==> config.mk <==
export PLATFORM = sky130hd
export DESIGN_NAME = epp_register_gateway
export DESIGN_NICKNAME = d
export VERILOG_FILES = /design/src/hw/epp_gateway_pkg.sv /design/src/hw/epp_handshaker.sv /design/src/hw/epp_interrupter.sv /design/src/hw/epp_register_gateway.sv
export SDC_FILE = /design/constraint.sdc
export NUM_CORES = 1
export LEC_CHECK = 0
export BUFFER_PORTS_ARGS = -buffer_cell sky130_fd_sc_hd__buf_2
export CAP_MARGIN = 20
export CELL_PAD_IN_SITES_DETAIL_PLACEMENT = 0
export CELL_PAD_IN_SITES_GLOBAL_PLACEMENT = 1
export CORE_ASPECT_RATIO = 1.25
export CORE_UTILIZATION = 45
export CTS_BUF_LIST = sky130_fd_sc_hd__clkbuf_8 sky130_fd_sc_hd__clkbuf_16
export DETAILED_ROUTE_END_ITERATION = 7
export MAX_ROUTING_LAYER = met4
export PLACE_DENSITY_LB_ADDON = 0.08
export SYNTH_ARGS = -nofsm -noshare
export SYNTH_HDL_FRONTEND = slang
export SYNTH_SLANG_ARGS = --single-unit
==> constraint.sdc <==
create_clock -name clock_i -period 3.77 [get_ports clock_i]
set_input_delay 0.1885 -clock clock_i [delete_from_list [all_inputs] [get_ports clock_i]]
set_output_delay 0.1885 -clock clock_i [all_outputs]
set_load 0.01 [all_outputs]
==> src/hw/epp_gateway_pkg.sv <==
// Purpose: Constants and types shared by the parallel-port register gateway
// Assumes: Single 10 MHz clock; port strobes are sampled as synchronous inputs
// Notes:   The behaviour list below is the reference for the tags in the design
// Behaviour
// - Address write stores current register address
// - Data write loads addressed register
// - Data read returns addressed register
// - Address read returns pending event mask
// - Mask eight bits, cleared by its read
// - Event sources share one interrupt line
// - Holdoff cycles between successive interrupts
// - Re-signal pending interrupt every holdoff interval
// - Register bank exposed continuously to sequencer
// - Write pulses register update flag once
// - All registers handled alike, uninterpreted
// - Drive data lines only during reads
// - Port reset resets firmware and USB chip
// - Configuration unused until activation command
// - Configuration interrupt answered by one byte
// - Interrupts repeat until queue full
// - Write, strobes and wait are active low
// - One internal strobe per host strobe
// - Wait rises one to two cycles after strobe; wait_o here rises four cycles after the strobe falls
// - Direction is one for reads, zero writes
package epp_gateway_pkg;

    localparam int CLOCK_HZ       = 10_000_000;
    localparam int DATA_W         = 8;
    localparam int MASK_W         = 8;
    localparam int REG_COUNT      = 16;
    localparam int ADDR_W         = 8;
    localparam int SEL_W          = $clog2(REG_COUNT);
    localparam int HOLDOFF_W      = 16;
    localparam int RESET_SYNC_LEN = 2;

    localparam logic [DATA_W-1:0]    REG_RESET  = 8'h00;
    localparam logic [ADDR_W-1:0]    ADDR_RESET = 8'h00;
    localparam logic [MASK_W-1:0]    MASK_RESET = 8'h00;

    // Kind of transaction held while the strobe is serviced
    typedef enum logic [1:0]
    {
        CYCLE_ADDR_WRITE,
        CYCLE_ADDR_READ,
        CYCLE_DATA_WRITE,
        CYCLE_DATA_READ
    } cycle_kind_t;

    // Index of the bank entry picked by the stored address
    function automatic logic [SEL_W-1:0] reg_select(input logic [ADDR_W-1:0] addr);
        reg_select = addr[SEL_W-1:0];
    endfunction

    // Address lies inside the implemented bank
    function automatic logic reg_in_range(input logic [ADDR_W-1:0] addr);
        reg_in_range = (addr < ADDR_W'(REG_COUNT));
    endfunction

endpackage

==> src/hw/epp_handshaker.sv <==
// Purpose: Retimes port strobes, produces one internal strobe and the wait line
// Assumes: Write line is stable before a strobe falls and until wait rises
// Notes:   Strobes are registered twice; only the second stage feeds logic
`timescale 1ns/1ns
module epp_handshaker
(
    input  wire logic clock_i,
    input  wire logic rst_n_i,
    input  wire logic enable_i,
    input  wire logic write_n_i,
    input  wire logic data_strobe_n_i,
    input  wire logic addr_strobe_n_i,
    output logic      strobe_o,
    output logic      is_addr_o,
    output logic      send_o,
    output logic      wait_o
);
    import epp_gateway_pkg::*;

    logic data_meta;
    logic addr_meta;
    logic data_act;
    logic addr_act;
    logic armed;

    // Two stages on each strobe; first stage read only by the second
    always_ff @(posedge clock_i or negedge rst_n_i)
    begin
        if (!rst_n_i)
        begin
            data_meta <= 1'b0;
            addr_meta <= 1'b0;
            data_act  <= 1'b0;
            addr_act  <= 1'b0;
        end
        else if (enable_i)
        begin
            data_meta <= ~data_strobe_n_i;
            addr_meta <= ~addr_strobe_n_i;
            data_act  <= data_meta;
            addr_act  <= addr_meta;
        end
    end

    // One strobe per host strobe; rearmed once both strobes are released
    always_ff @(posedge clock_i or negedge rst_n_i)
    begin
        if (!rst_n_i)
        begin
            strobe_o  <= 1'b0;
            armed     <= 1'b1;
            is_addr_o <= 1'b0;
            send_o    <= 1'b0;
        end
        else if (enable_i)
        begin
            strobe_o <= 1'b0;
            if (armed && (data_act || addr_act))
            begin
                strobe_o  <= 1'b1;
                armed     <= 1'b0;
                is_addr_o <= addr_act;
                send_o    <= write_n_i;
            end
            else if (!data_act && !addr_act)
            begin
                armed <= 1'b1;
            end
        end
    end

    // Wait goes high with the internal strobe, falls when strobes release
    always_ff @(posedge clock_i or negedge rst_n_i)
    begin
        if (!rst_n_i)
        begin
            wait_o <= 1'b0;
        end
        else if (enable_i)
        begin
            if (armed && (data_act || addr_act))
            begin
                wait_o <= 1'b1;
            end
            else if (!data_act && !addr_act)
            begin
                wait_o <= 1'b0;
            end
        end
    end

endmodule

==> src/hw/epp_interrupter.sv <==
// Purpose: Collects event requests into a mask and paces the interrupt line
// Assumes: Host acknowledges with an address read, which clears the mask
// Notes:   A request arriving during the clearing read is kept
`timescale 1ns/1ns
module epp_interrupter
#(
    parameter int MASK_WIDTH = epp_gateway_pkg::MASK_W,
    parameter int HOLD_WIDTH = epp_gateway_pkg::HOLDOFF_W
)
(
    input  wire logic                  clock_i,
    input  wire logic                  rst_n_i,
    input  wire logic                  enable_i,
    input  wire logic [MASK_WIDTH-1:0] event_i,
    input  wire logic [HOLD_WIDTH-1:0] holdoff_i,
    input  wire logic                  mask_read_i,
    output logic [MASK_WIDTH-1:0]      mask_o,
    output logic                       irq_o
);
    import epp_gateway_pkg::*;

    logic [HOLD_WIDTH-1:0] gap_count;
    logic                  next_irq;

    // Sticky mask; set beats the read clear
    always_ff @(posedge clock_i or negedge rst_n_i)
    begin
        if (!rst_n_i)
        begin
            mask_o <= MASK_RESET;
        end
        else if (enable_i)
        begin
            if (mask_read_i)
            begin
                mask_o <= event_i;
            end
            else
            begin
                mask_o <= mask_o | event_i;
            end
        end
    end

    // Fire when anything pends and the holdoff gap has elapsed
    assign next_irq = (|mask_o) && !mask_read_i && (gap_count == '0);

    // Holdoff counter restarts on every interrupt, giving the resend rate
    always_ff @(posedge clock_i or negedge rst_n_i)
    begin
        if (!rst_n_i)
        begin
            irq_o     <= 1'b0;
            gap_count <= '0;
        end
        else if (enable_i)
        begin
            irq_o <= next_irq;
            if (next_irq)
            begin
                gap_count <= holdoff_i;
            end
            else if (gap_count != '0)
            begin
                gap_count <= gap_count - 1'b1;
            end
        end
    end

endmodule

==> src/hw/epp_register_gateway.sv <==
// Purpose: Bridges the parallel-port EPP cycles onto a bank of 8-bit registers
// Assumes: Strobes and write line come from the host; one clock of 10 MHz
// Notes:   Contents are not interpreted here; the sequencer decides meaning
`timescale 1ns/1ns
module epp_register_gateway
#(
    parameter int REGS = epp_gateway_pkg::REG_COUNT
)
(
    input  wire logic                                 clock_i,
    input  wire logic                                 rst_n_i,
    input  wire logic                                 enable_i,
    input  wire logic                                 port_reset_n_i,
    input  wire logic                                 write_n_i,
    input  wire logic                                 data_strobe_n_i,
    input  wire logic                                 addr_strobe_n_i,
    input  wire logic [epp_gateway_pkg::DATA_W-1:0]   data_i,
    input  wire logic [epp_gateway_pkg::MASK_W-1:0]   event_i,
    input  wire logic [epp_gateway_pkg::HOLDOFF_W-1:0] holdoff_i,
    output logic [epp_gateway_pkg::DATA_W-1:0]        data_o,
    output logic                                      data_oe_o,
    output logic                                      xcvr_drive_o,
    output logic                                      wait_o,
    output logic                                      irq_o,
    output logic                                      firmware_reset_o,
    output logic                                      usb_reset_n_o,
    output logic [REGS*epp_gateway_pkg::DATA_W-1:0]   regs_o,
    output logic [REGS-1:0]                           attn_o
);
    import epp_gateway_pkg::*;

    logic                  strobe;
    logic                  is_addr;
    logic                  send;
    logic                  hs_wait;
    logic [MASK_W-1:0]     mask;
    logic                  irq;
    logic                  mask_read;
    logic [ADDR_W-1:0]     cur_addr;
    logic [DATA_W-1:0]     bank [REGS];
    logic                  port_meta;
    logic                  port_sync;
    cycle_kind_t           kind;

    // Retiming and handshake for the host strobes
    epp_handshaker u_handshaker
    (
        .clock_i         (clock_i),
        .rst_n_i         (rst_n_i),
        .enable_i        (enable_i),
        .write_n_i       (write_n_i),
        .data_strobe_n_i (data_strobe_n_i),
        .addr_strobe_n_i (addr_strobe_n_i),
        .strobe_o        (strobe),
        .is_addr_o       (is_addr),
        .send_o          (send),
        .wait_o          (hs_wait)
    );

    // Shared interrupt with holdoff and resend
    epp_interrupter u_interrupter
    (
        .clock_i     (clock_i),
        .rst_n_i     (rst_n_i),
        .enable_i    (enable_i),
        .event_i     (event_i),
        .holdoff_i   (holdoff_i),
        .mask_read_i (mask_read),
        .mask_o      (mask),
        .irq_o       (irq)
    );

    // Decode the serviced transaction from the settled direction flags
    always_comb
    begin
        unique case ({is_addr, send})
            2'b10:   kind = CYCLE_ADDR_WRITE;
            2'b11:   kind = CYCLE_ADDR_READ;
            2'b00:   kind = CYCLE_DATA_WRITE;
            2'b01:   kind = CYCLE_DATA_READ;
        endcase
    end

    assign mask_read = strobe && (kind == CYCLE_ADDR_READ);

    // Port reset synchroniser; held reset clears the address, bank and update flags and drives both reset outputs
    always_ff @(posedge clock_i or negedge rst_n_i)
    begin
        if (!rst_n_i)
        begin
            port_meta <= 1'b1;
            port_sync <= 1'b1;
        end
        else if (enable_i)
        begin
            port_meta <= ~port_reset_n_i;
            port_sync <= port_meta;
        end
    end

    // Firmware and USB chip resets follow the port reset line
    always_ff @(posedge clock_i or negedge rst_n_i)
    begin
        if (!rst_n_i)
        begin
            firmware_reset_o <= 1'b1;
            usb_reset_n_o    <= 1'b0;
        end
        else if (enable_i)
        begin
            firmware_reset_o <= port_sync;
            usb_reset_n_o    <= ~port_sync;
        end
    end

    // Current register address taken on address writes
    always_ff @(posedge clock_i or negedge rst_n_i)
    begin
        if (!rst_n_i)
        begin
            cur_addr <= ADDR_RESET;
        end
        else if (enable_i)
        begin
            if (port_sync)
            begin
                cur_addr <= ADDR_RESET;
            end
            else if (strobe && kind == CYCLE_ADDR_WRITE)
            begin
                cur_addr <= data_i;
            end
        end
    end

    // Register bank: every entry treated alike; writes outside the bank drop
    always_ff @(posedge clock_i or negedge rst_n_i)
    begin
        if (!rst_n_i)
        begin
            for (int i = 0; i < REGS; i++)
            begin
                bank[i] <= REG_RESET;
            end
        end
        else if (enable_i)
        begin
            if (port_sync)
            begin
                for (int i = 0; i < REGS; i++)
                begin
                    bank[i] <= REG_RESET;
                end
            end
            else if (strobe && kind == CYCLE_DATA_WRITE && reg_in_range(cur_addr))
            begin
                bank[reg_select(cur_addr)] <= data_i;
            end
        end
    end

    // Update flags for the sequencer, one cycle, a cycle before regs_o shows the new value
    always_ff @(posedge clock_i or negedge rst_n_i)
    begin
        if (!rst_n_i)
        begin
            attn_o <= '0;
        end
        else if (enable_i)
        begin
            attn_o <= '0;
            if (!port_sync && strobe && kind == CYCLE_DATA_WRITE
                && reg_in_range(cur_addr))
            begin
                attn_o[reg_select(cur_addr)] <= 1'b1;
            end
        end
    end

    // Registered copy of the bank for the sequencer
    always_ff @(posedge clock_i or negedge rst_n_i)
    begin
        if (!rst_n_i)
        begin
            regs_o <= '0;
        end
        else if (enable_i)
        begin
            for (int i = 0; i < REGS; i++)
            begin
                regs_o[i*DATA_W +: DATA_W] <= bank[i];
            end
        end
    end

    // Read data: mask for address reads, register for data reads
    always_ff @(posedge clock_i or negedge rst_n_i)
    begin
        if (!rst_n_i)
        begin
            data_o <= '0;
        end
        else if (enable_i && strobe)
        begin
            if (kind == CYCLE_ADDR_READ)
            begin
                data_o <= mask;
            end
            else if (kind == CYCLE_DATA_READ)
            begin
                // Out-of-bank addresses read as zero
                data_o <= reg_in_range(cur_addr) ? bank[reg_select(cur_addr)] : '0;
            end
        end
    end

    // Drive only while a read cycle is being answered, avoiding contention
    always_ff @(posedge clock_i or negedge rst_n_i)
    begin
        if (!rst_n_i)
        begin
            data_oe_o    <= 1'b0;
            xcvr_drive_o <= 1'b0;
        end
        else if (enable_i)
        begin
            data_oe_o    <= send && hs_wait_next();
            xcvr_drive_o <= send && hs_wait_next();
        end
    end

    // Wait and interrupt are re-registered so outputs come from flops
    always_ff @(posedge clock_i or negedge rst_n_i)
    begin
        if (!rst_n_i)
        begin
            wait_o <= 1'b0;
            irq_o  <= 1'b0;
        end
        else if (enable_i)
        begin
            wait_o <= hs_wait;
            irq_o  <= irq;
        end
    end

    // Transaction in progress: strobe seen or wait still high
    function automatic logic hs_wait_next();
        hs_wait_next = strobe || hs_wait;
    endfunction

endmodule

-- Word level (Yosys, flattened, before mapping)
Index checks and enable logic that the tools add are counted.
- $add $sub $neg: 1
- order comparisons: 5
- equality and inequality tests: 6
- reduce and logical (&&, ||, !) cells: 37
- mux-type cells: 25
- bitwise gates (word level): 6
- operator list (operator ; number):
    2-to-1 mux 128 bit ; 2
    bitwise mux 128 bit ; 1
    2-to-1 mux 8 bit ; 9
    2-to-1 mux 16 bit ; 3
    binary-select mux 8 bit (select 4 bit) ; 1
    demux 8 bit (select 4 bit) ; 1
    zero test 16 bit ; 1
    nonzero test 16 bit ; 1
    subtractor 16 x 1 -> 16 bit (second input constant) ; 1
    logical AND 1 bit ; 15
    AND reduction 2 bit ; 6
    nonzero test 2 bit ; 5
    equality test 2 bit (second input constant) ; 4
    less-than comparator 8 x 5 -> 1 bit (second input constant) ; 1
    OR 8 bit ; 1
    case mux 2 bit (4 select lines) ; 1
    OR reduction 8 bit ; 1
    2-to-1 mux 1 bit ; 6
    >= comparator 5 bit (second input constant) ; 1
    less-than comparator 4 x 5 -> 1 bit (second input constant) ; 1
    less-than comparator 5 x 1 -> 1 bit (second input constant) ; 1
    inverter 4 -> 5 bit ; 1
    demux 1 bit (select 4 bit) ; 1
    equality test 2 x 1 -> 1 bit (second input constant) ; 2
    5 further kinds ; 13
- flip-flop bits (word level): 329
- input port bits: 39

-- Longest topological paths before layout
Gate-level depths: netlist of the first run.
- depth after elaboration: 9
- mapped depth: 9

-- Modules after synthesis
Synthesis of the first run repeated with hierarchy kept, for this count alone.
- cells, all modules: 1281
- area total of the unflattened synthesis: 15372.2 µm²
- modules (own cells, without submodules) (module ; area an instance (µm²) ; times used ; cells an instance):
    epp_register_gateway ; 13588.0 ; 1 ; 1102
    epp_interrupter ; 1423.9 ; 1 ; 153
    epp_handshaker ; 360.3 ; 1 ; 26

-- Worst setup path after synthesis of the first run
Ideal clock, no wire load.
- kind: flip-flop to flip-flop
- start: register cur_addr[7]
- end: register bank[100] (netlist name)
- period minus slack after synthesis: 2.103 ns
- setup time: 0.067 ns
- stages on the path, launching flop included: 9
- path slack: 1.667 ns
- arrival: 2.036 ns
- cell sequence: dfrtp_1 > or4_4 > nor4_4 > and2b_1 > buf_4 > and2_1 > buf_4 > buf_6 > a22o_1
- cells in the longest elaborated chain, start to end: 4
- ends and longest elaborated chain (element ; RTL line ; source):
    start: declaration ; epp_register_gateway.sv:39 ; logic [ADDR_W-1:0] cur_addr;
    start signal: assignment ; epp_register_gateway.sv:131 ; cur_addr <= data_i;
    less-than comparator 8 x 5 -> 1 bit ; epp_gateway_pkg.sv:56 ; reg_in_range = (addr < ADDR_W'(REG_COUNT));
    logical AND 1 bit ; epp_register_gateway.sv:155 ; else if (strobe && kind == CYCLE_DATA_WRITE && reg_in_range(cur_addr))
    nonzero test 2 bit (no line) ; - ;
    AND reduction 2 bit (no line) ; - ;
    end signal: indexed assignment ; epp_register_gateway.sv:157 ; bank[reg_select(cur_addr)] <= data_i;
    end: declaration ; epp_register_gateway.sv:40 ; logic [DATA_W-1:0] bank [REGS];
Every way passes these cells.
A chain may end at the register's enable or synchronous reset.

-- Worst setup path after layout of the first run
- start: register cur_addr[6]
- end: register bank[104] (netlist name)
The elaborated chain is that of the path after synthesis.

==> flow_summary_export.csv, run 1 <==
group,metric,value,unit
grt,grt_pass1_wl,59300,um
die,coreArea,30200,sq um
pwr,intPower,0.00626,W
pwr,seqPwrFrac,46.9,%
clock_tree,cts.sinks,329,
grt,globalRoute.totalOverflow,0,
worst_hold_path,hp-class,"primary input to flip-flop",
placement,placed_area,15200,sq um
final_layout,final_nets,1276,
sta,relSlewSlack,34.5,%
clock_tree,clock_latency,0.51,ns
clock_tree,h-tree-depth,2,
clock_tree,ctsResizeCount,0,
sta,skew,0.0108,ns
pwr,combPwrFrac,11.1,%
final_layout,design_area,16700,sq um
critical_path,r2r-start,"cur_addr[6]",
routing,drtAntennaViolNets,0,
grt,grt_antenna_before_repair,0,
sta,fmax,371,MHz
critical_path,critPathBufInv,0,
sta,setup_tns,0,ns
pwr,p_leak,8.36,nW
critical_path,critPathCaptureType,"flip-flop",
synth,syn_nets,1063,
placement,portBuffers,196,
pwr,powerDensity,507,nW/um^2
grt,grt_pass1_vias,9639,
synth,synthMuxAreaShare,17.4,%
synth,synthAdderAreaFrac,0.181,%
die,die_w,159,um
routing,drc_errors,0,
critical_path,slowest_stage,"and2_1",
synth,synth_edf_count,0,
final_layout,syn_to_final_growth,20.7,%
synth,ys_warn_count,0,
sta,hold_ws,0.00834,ns
synth,syn_area,13800,sq um
final_layout,antenna_cells,0,
pwr,finalPower,0.00846,W
critical_path,crit_start,"cur_addr[6]",
critical_path,cp_cell_sequence,"or4_4 > nor4_4 > and2b_1 > and2_1 > a22o_1",
critical_path,cp.arrival,3.14,ns
synth,yosys.area_share.simple,6.20,%
routing,wl_per_cell,23.1,um
sta,worst-slew-pin-transition,0.983,ns
grt,grt.met1_usage,34.8,%
synth,ys_types,55,
die,die_h,198,um
critical_path,max_stage_delay,0.74,ns
sta,hold_viol_final,0,
pwr,p_sw,0.00221,W
sta,post-route-period-util,71.4,%
pwr,clkPwrFrac,41.9,%
pwr,p_sw_share,26.1,%
clock_tree,cts_made_buffers,35,
synth,ys_seq_elements,329,
routing,vias,9629,
final_layout,layout_common_cells,"324 x dfrtp_1, 194 x buf_2, 143 x mux2_2",
routing,drt-total-wl,38300,um
synth,avgSynthCellArea,13.5,sq um
grt,busiest_layer,"met2",
sta,period_needed,2.69,ns
final_layout,drive_gt1_share,37.3,%
clock_tree,cts-root-buf,"clkbuf_16",
synth,synth-compound-area-share,13.9,%
routing,drt_first_pass_iters,5,
die,num_rows,71,
synth,syn_inst,1022,
critical_path,cp_top_family,"simple AND/OR/NAND/NOR gates",
synth,synthArstFlopShare,100,%
pwr,ir_drop,0.000321,V
routing,drtIter0Drc,913,
critical_path,required,4.22,ns
critical_path,r2r_slack,1.08,ns
clock_tree,cts_buffer_depth,3,
placement,place_hpwl,26100,um
worst_hold_path,min_from,"holdoff_i[4]",
synth,synth_flop_cell,"dfrtp_1",
outcome,status,"finished, final reports clean",
critical_path,critPathLaunchType,"flip-flop",
sta,rsz0062_at_grt,"false",
placement,gp_congestion,0.814,
final_layout,fill_cells,2597,
grt,grt_usage,25.5,%
synth,synth_top_family_by_area,"multiplexers",
clock_tree,post_cts_buffers,0,
clock_tree,cts_tree,"done",
sta,report.final.slew_viol_count,0,
synth,synth-xor-area-share,0,%
synth,ys_seq_area_share,59.5,%
final_layout,final_common_cell,"dfrtp_1",
grt,grt_start_max_net_pins,98,
critical_path,crit_type,"flip-flop to flip-flop",
grt,gr-usage-met3,3.81,%
sta,finalSetupViolCount,0,
critical_path,critical_path_peak_fanout,16,
grt,use_met2,38.7,%
clock_tree,clkTransAtPathRegs,0.06,ns
die,io_pins,197,
routing,vias_per_cell,5.80,
die,dieArea,31500,sq um
clock_tree,cts_hold_buf,25,
die,initial_core_util,45.8,%
flow_run,cap_viol_max_count,0,
registers in the layout (all words and copies together), names as in the netlist:
register                 count
u_handshaker.send_o          1
u_handshaker.wait_o          1
bank                       128
firmware_reset_o             1
cur_addr                     8
u_handshaker.data_meta       1
u_handshaker.addr_act        1
u_interrupter.gap_count     16
wait_o                       1
u_handshaker.data_act        1
u_handshaker.addr_meta       1
u_handshaker.is_addr_o       1
attn_o                      16
irq_o                        1
u_handshaker.strobe_o        1
u_interrupter.mask_o         8
usb_reset_n_o                1
data_o                       8
xcvr_drive_o                 1
regs_o                     128
port_sync                    1
port_meta                    1
u_interrupter.irq_o          1
u_handshaker.armed           1
power groups by stage:
stage | clock (W) | combinational (W) | sequential (W)
after floorplan | 0 | 0.000649 | 0.00393
final | 0.00355 | 0.000943 | 0.00397
after global routing | 0.00375 | 0.00105 | 0.00400
after detailed placement | 0 | 0.000930 | 0.00404
after CTS | 0.00362 | 0.000956 | 0.00397
after global placement | 0 | 0.000923 | 0.00404
metal layers:
metal  part of all wire [%]  vias to the layer above  wire (um)
met5                      0                        -          0
met4                    3.5                        0       1340
met3                    5.0                       85       1920
met2                     47                      325      18100
met1                     44                     4945      17000
li1                       -                     4274          -
worst reg2reg max path: cells and delay by family, from the launching register on:
kind / cells / cell delay (ns)
flops: 1 / 0.39
compound gates: 1 / 0.27
simple gates: 4 / 1.97
Yosys cell counts (all sizes together), types with 3 or more instances:
library cell  count  area [sq um]
dfrtp           325          8130
mux2            143          1610
a22o            136          1190
clkbuf           49           184
nand3            45           225
o21ai            44           220
a21oi            35           175
nor2             33           124
mux4             32           721
nand2            29           109
buf              26           158
nand2b           12          75.1
and2             10          62.6
inv              10          37.5
a221oi            8          70.1
mux2i             8          80.1
nor3              8          40.0
nor4              7          65.1
nor2b             5          31.3
o2bb2ai           5          43.8
and3              4          25.0
dfstp             4           105
a21o              3          22.5
a31oi             3          18.8
nand4             3          18.8
o22ai             3          18.8
cell families (layout without fill, tap and decap cells):
kind of cell    after synthesis  count (layout)
fa+ha+maj                     2               2
simple gates                166             166
compound gates              256             256
flops                       329             329
mux                         183             183
buf+inv                      86             324
layout make-up:
| type | count | area (sq um) | share of cell area (%) |
|---|---|---|---|
| repair buffers | 251 | 1500 | 8.97 |
| inverters | 11 | 41.3 | 0.247 |
| clock inverters | 13 | 109 | 0.652 |
| flip-flops and latches | 329 | 8240 | 49.4 |
| clock buffers | 49 | 1090 | 6.54 |
| well taps | 401 | 502 | 3.01 |
| multi-input cells | 607 | 5210 | 31.2 |
metrics by stage:
| stage | worst slack (ns) | utilization [%] | instances |
|---|---|---|---|
| floorplan | 1.67 | - | 1022 |
| global placement | 1.07 | 50.5 | 1574 |
| detailed placement | 1.06 | 50.5 | 1574 |
| CTS | 1.03 | 55.3 | 1661 |
| global route | 0.896 | 55.3 | 1661 |
| finish | 1.08 | 55.3 | 1661 |
worst paths after layout:
| kind | end | cells after the start |
|---|---|---|
| min in group asynchronous | u_interrupter.gap_count[13] | 2 |
| hold / removal | u_interrupter.gap_count[4] | 3 |
| setup reg to reg | bank[104] | 5 |
| hold reg to reg | u_interrupter.irq_o | 1 |
| setup / recovery | bank[104] | 5 |
| max in group asynchronous | bank[88] | 3 |
No activity file was read; power rests on OpenSTA's default activity.
==> run 2: changes to the inputs <==
==> constraint.sdc (replaced) <==
create_clock -name clock_i -period 2.8 [get_ports clock_i]
set_input_delay 0.14 -clock clock_i [delete_from_list [all_inputs] [get_ports clock_i]]
set_output_delay 0.14 -clock clock_i [all_outputs]
set_load 0.01 [all_outputs]
==> run 2 against run 1 <==
  * Flip-flop and latch count is the same
  * Combinational power up 46%
  * Die area unchanged
  * First-iteration DRC count shrank 14%
  * Critical path depth unchanged
  * Fmax rose by 13%
  * Clock power up 29%
  * Register-to-register slack worse by 0.65 ns
  * Utilization grew 0.65 points
  * Critical path type unchanged
  * Critical endpoint is now data_o[3]
==> flow_summary_export.csv, run 2 (synthesized netlist as in run 1, its figures left out) <==
group,metric,value,unit
sta,skew,0.0108,ns
clock_tree,cts_tree,"done",
die,num_rows,71,
flow_run,cap_viol_max_count,0,
clock_tree,cts_buffer_depth,3,
clock_tree,clock_latency,0.51,ns
die,io_pins,197,
die,dieArea,31500,sq um
die,initial_core_util,45.8,%
final_layout,register_area,8240,sq um
clock_tree,ctsResizeCount,0,
clock_tree,clkTransAtPathRegs,0.07,ns
final_layout,final_nets,1302,
grt,globalRoute.totalOverflow,0,
pwr,p_sw,0.00294,W
final_layout,multi_input_area,5210,sq um
final_layout,fill_cells,2593,
placement,gp_congestion,0.843,
die,die_h,198,um
final_layout,layout_common_cells,"324 x dfrtp_1, 194 x buf_2, 143 x mux2_2",
die,die_w,159,um
pwr,p_leak,8.46,nW
placement,place_hpwl,26600,um
pwr,intPower,0.00835,W
final_layout,syn_to_final_growth,22.1,%
critical_path,r2r-start,"cur_addr[0]",
clock_tree,cts.sinks,329,
pwr,powerDensity,669,nW/um^2
worst_hold_path,min_from,"enable_i",
routing,drtAntennaViolNets,0,
critical_path,critical_path_peak_fanout,15,
outcome,status,"finished, final reports clean",
clock_tree,post_cts_buffers,0,
die,coreArea,30200,sq um
critical_path,critPathCaptureType,"flip-flop",
routing,drt-total-wl,38900,um
critical_path,cp.arrival,2.75,ns
pwr,ir_drop,0.000439,V
final_layout,drive_gt1_share,37.6,%
sta,post-route-period-util,84.7,%
critical_path,critPathLaunchType,"flip-flop",
sta,relSlewSlack,26.8,%
clock_tree,cts-root-buf,"clkbuf_16",
sta,report.final.slew_viol_count,0,
pwr,combPwrFrac,12.2,%
sta,rsz0062_at_grt,"false",
routing,drt_first_pass_iters,5,
grt,grt_start_max_net_pins,81,
grt,grt_usage,25.9,%
final_layout,instances_no_fill,1681,
placement,place_inst,1592,
clock_tree,h-tree-depth,2,
grt,grt_pass1_vias,9769,
routing,vias_per_cell,5.81,
final_layout,final_common_cell,"dfrtp_1",
routing,drc_errors,0,
sta,setup_tns,0,ns
grt,grt_pass1_wl,60300,um
placement,portBuffers,196,
critical_path,crit_start,"cur_addr[0]",
sta,finalSetupViolCount,0,
sta,fmax,421,MHz
pwr,seqPwrFrac,47.1,%
critical_path,required,3.18,ns
sta,period_needed,2.37,ns
pwr,p_sw_share,26.1,%
critical_path,crit_type,"flip-flop to flip-flop",
routing,wl_per_cell,23.2,um
routing,vias,9761,
worst_hold_path,hp-class,"primary input to flip-flop",
sta,hold_viol_final,0,
routing,drtIter0Drc,783,
final_layout,reg.largest.list,"bank: 128 flops, regs_o: 128 flops",
pwr,clkPwrFrac,40.6,%
grt,grt_antenna_before_repair,1,
clock_tree,cts_hold_buf,33,
clock_tree,cts_made_buffers,35,
sta,worst-slew-pin-transition,1.09,ns
==> run 2: changes by cell type in the layout (fill, tap and decap cells not counted) <==
cell / delta
clkbuf_8: -4
dlygate4sd3_1: +8
buf_4: +14
buf_12: +4
clkinv_2: -3
diode_2: +1
==> run 2: critical path: stages, from the launching register on <==
cell and delay, ns:
dfrtp_2 0.54, buf_4 0.36, mux4_2 0.60, mux2_2 0.31
a221oi_1 0.29, o21ai_0 0.12
==> run 2: stage by stage <==
step                hold WS (ns)  util (%)  instance area (sq um)  total power, W  worst slack, ns
floorplan                 -0.156         -                  13800         0.00616            0.697
global placement           0.190      51.1                  15400         0.00673            0.493
CTS                      0.00320      55.9                  16900          0.0114            0.432
detailed placement         0.187      51.1                  15400         0.00675            0.433
global route              0.0200      55.9                  16900          0.0117            0.203
finish                   0.00444      55.9                  16900          0.0113            0.427
==> run 2: cell type report <==
| type | count | area share [%] |
|---|---|---|
| Clock buffer | 45 | 6.13 |
| Antenna cell | 1 | 0.0148 |
| Sequential cell | 329 | 48.8 |
| Clock inverter | 10 | 0.556 |
| Timing Repair Buffer | 277 | 10.4 |
| Inverter | 11 | 0.244 |
| Multi-Input combinational cell | 607 | 30.9 |
| Tap cell | 401 | 2.97 |
==> run 2: metal layers <==
layer / track usage (%) / wire, um / vias up
met5: - / 0 / -
met4: 7.37 / 875 / 0
met3: 4.04 / 2150 / 57
met2: 39.9 / 18400 / 342
met1: 35.8 / 17500 / 5029
li1: - / - / 4333
==> run 2: power groups by stage <==
stage | clock (W) | combinational, W | sequential [W]
6_report | 0.00459 | 0.00138 | 0.00532
5_1_grt | 0.00486 | 0.00152 | 0.00535
4_1_cts | 0.00469 | 0.00139 | 0.00532
3_5_place_dp | 0 | 0.00135 | 0.00540
3_3_place_gp | 0 | 0.00133 | 0.00540
2_1_floorplan | 0 | 0.000874 | 0.00529
==> run 2: path summary, 6_finish.rpt <==
kind / depth (start not counted) / to / slack [ns]
setup / recovery: 5 / data_o[3] / 0.43
hold / removal: 2 / u_interrupter.gap_count[1] / 0.004
setup reg to reg: 5 / data_o[3] / 0.43
hold reg to reg: 2 / port_meta / 0.49
max in group asynchronous: 3 / bank[9] / 1.73
min in group asynchronous: 2 / u_interrupter.gap_count[12] / 0.21
==> run 3: changes to the inputs <==
==> constraint.sdc (replaced) <==
create_clock -name clock_i -period 2.2 [get_ports clock_i]
set_input_delay 0.11 -clock clock_i [delete_from_list [all_inputs] [get_ports clock_i]]
set_output_delay 0.11 -clock clock_i [all_outputs]
set_load 0.01 [all_outputs]
==> run 3 against run 2 <==
  * Clock-buffer cell count shrank 3
  * Fmax grew 15%
  * Routed wire length shrank 1.2%
  * Largest power group unchanged
==> flow_summary_export.csv, run 3 (synthesized netlist as in run 1, its figures left out) <==
group,metric,value,unit
final_layout,final_util,57.2,%
critical_path,cp.arrival,2.52,ns
critical_path,crit_type,"flip-flop to flip-flop",
clock_tree,cts_buffer_depth,3,
routing,drtAntennaViolNets,0,
grt,globalRoute.totalOverflow,0,
sta,finalSetupViolCount,0,
sta,fmax,485,MHz
sta,report.final.slew_viol_count,0,
critical_path,reg2regPathDepth,6,
routing,wl_per_cell,22.5,um
grt,grt_pass1_wl,60800,um
final_layout,final_common_cell,"dfrtp_1",
flow_run,cap_viol_max_count,0,
final_layout,layout_common_cells,"324 x dfrtp_1, 194 x buf_2, 143 x mux2_2",
worst_hold_path,hp-class,"primary input to async pin",
sta,worst-slew-pin-transition,0.644,ns
routing,vias,9815,
final_layout,multi_input_area,5220,sq um
placement,gp_congestion,0.860,
clock_tree,cts.sinks,329,
sta,hold_ws,0.114,ns
sta,period_needed,2.06,ns
critical_path,reg2reg_to,"bank[2]",
critical_path,critical_path_peak_fanout,8,
routing,vias_per_cell,5.73,
sta,hold_viol_final,0,
die,coreArea,30200,sq um
placement,placed_area,15700,sq um
sta,relSlewSlack,57.0,%
pwr,p_leak,8.65,nW
pwr,ir_drop,0.000551,V
final_layout,design_area,17300,sq um
clock_tree,h-tree-depth,2,
pwr,finalPower,0.0147,W
grt,grt_start_max_net_pins,73,
final_layout,drive_gt1_share,38.8,%
final_layout,register_area,8240,sq um
placement,place_hpwl,26900,um
die,die_h,198,um
grt,grt_usage,26.1,%
critical_path,crit_start,"cur_addr[7]",
final_layout,fill_cells,2535,
final_layout,final_nets,1327,
clock_tree,cts_tree,"done",
placement,portBuffers,196,
clock_tree,clkTransAtPathRegs,0.06,ns
die,io_pins,197,
die,num_rows,71,
critical_path,required,2.66,ns
clock_tree,clock_latency,0.52,ns
grt,grt_antenna_before_repair,2,
routing,drc_errors,0,
routing,drt-total-wl,38400,um
critical_path,critPathLaunchType,"flip-flop",
final_layout,syn_to_final_growth,24.9,%
sta,post-route-period-util,93.7,%
sta,skew,0.0161,ns
die,initial_core_util,45.8,%
critical_path,critPathCaptureType,"flip-flop",
sta,rsz0062_at_grt,"false",
clock_tree,cts-root-buf,"clkbuf_16",
sta,setup_tns,0,ns
critical_path,r2r_slack,0.14,ns
final_layout,reg.largest.list,"bank: 128 flops, regs_o: 128 flops",
outcome,status,"finished, final reports clean",
die,dieArea,31500,sq um
routing,drt_first_pass_iters,5,
critical_path,r2r-start,"cur_addr[7]",
clock_tree,cts_made_buffers,35,
die,die_w,159,um
critical_path,critPathCapture,"bank[2]",
grt,grt_pass1_vias,9910,
routing,drtIter0Drc,798,
pwr,powerDensity,849,nW/um^2
[run 3: layout make-up]
type | count | area share, %
well taps | 401 | 2.90
clock inverters | 18 | 1.05
flip-flops and latches | 329 | 47.7
repair buffers | 302 | 12.1
inverters | 11 | 0.239
multi-input cells | 607 | 30.2
clock buffers | 42 | 5.76
diodes | 2 | 0.0290
[run 3: repair_timing]
action                                  CTS  global route
hold endpoints to repair                208             0
hold buffers                             37             0
endpoints found under the setup margin   91           101
gates resized for setup                   2             7
pin swaps                                 0             1
buffers inserted                          0             1
[run 3: where the power goes]
group          switching [W]  internal [W]
clock                0.00236       0.00367
sequential          0.000364       0.00638
combinational        0.00107      0.000826
total                0.00380        0.0109
[run 3: how the worst min path moves through the flow]
| stage | startpoint | to |
|---|---|---|
| finish | rst_n_i | u_interrupter.gap_count[2] |
| global route | rst_n_i | u_interrupter.gap_count[2] |
| CTS | rst_n_i | u_interrupter.gap_count[12] |
| floorplan | rst_n_i | attn_o[0] |
| detailed placement | rst_n_i | u_interrupter.gap_count[12] |
| global placement | rst_n_i | u_interrupter.gap_count[12] |
[run 3: per-layer routing]
layer	vias to the layer above	part of all wire (%)	GRT usage, %
met1	5007	45	36.0
met2	360	47	39.8
met5	-	0	-
li1	4388	-	-
met3	60	5.4	4.08
met4	0	2.5	7.84
[run 3: metrics by stage]
stage / setup WS, ns / std cells
2_1_floorplan: 0.0970 / 1022
3_3_place_gp: -0.0354 / 1612
3_5_place_dp: -0.0465 / 1612
4_1_cts: 0.0238 / 1709
5_1_grt: 0.000509 / 1712
6_report: 0.138 / 1712
[run 3: critical path: stages (launching register included)]
cell and delay, ns:
dfrtp_1 0.38, or4_4 0.56, nor4_4 0.22, and2b_4 0.27
and2_1 0.20, buf_4 0.21, a22o_1 0.16
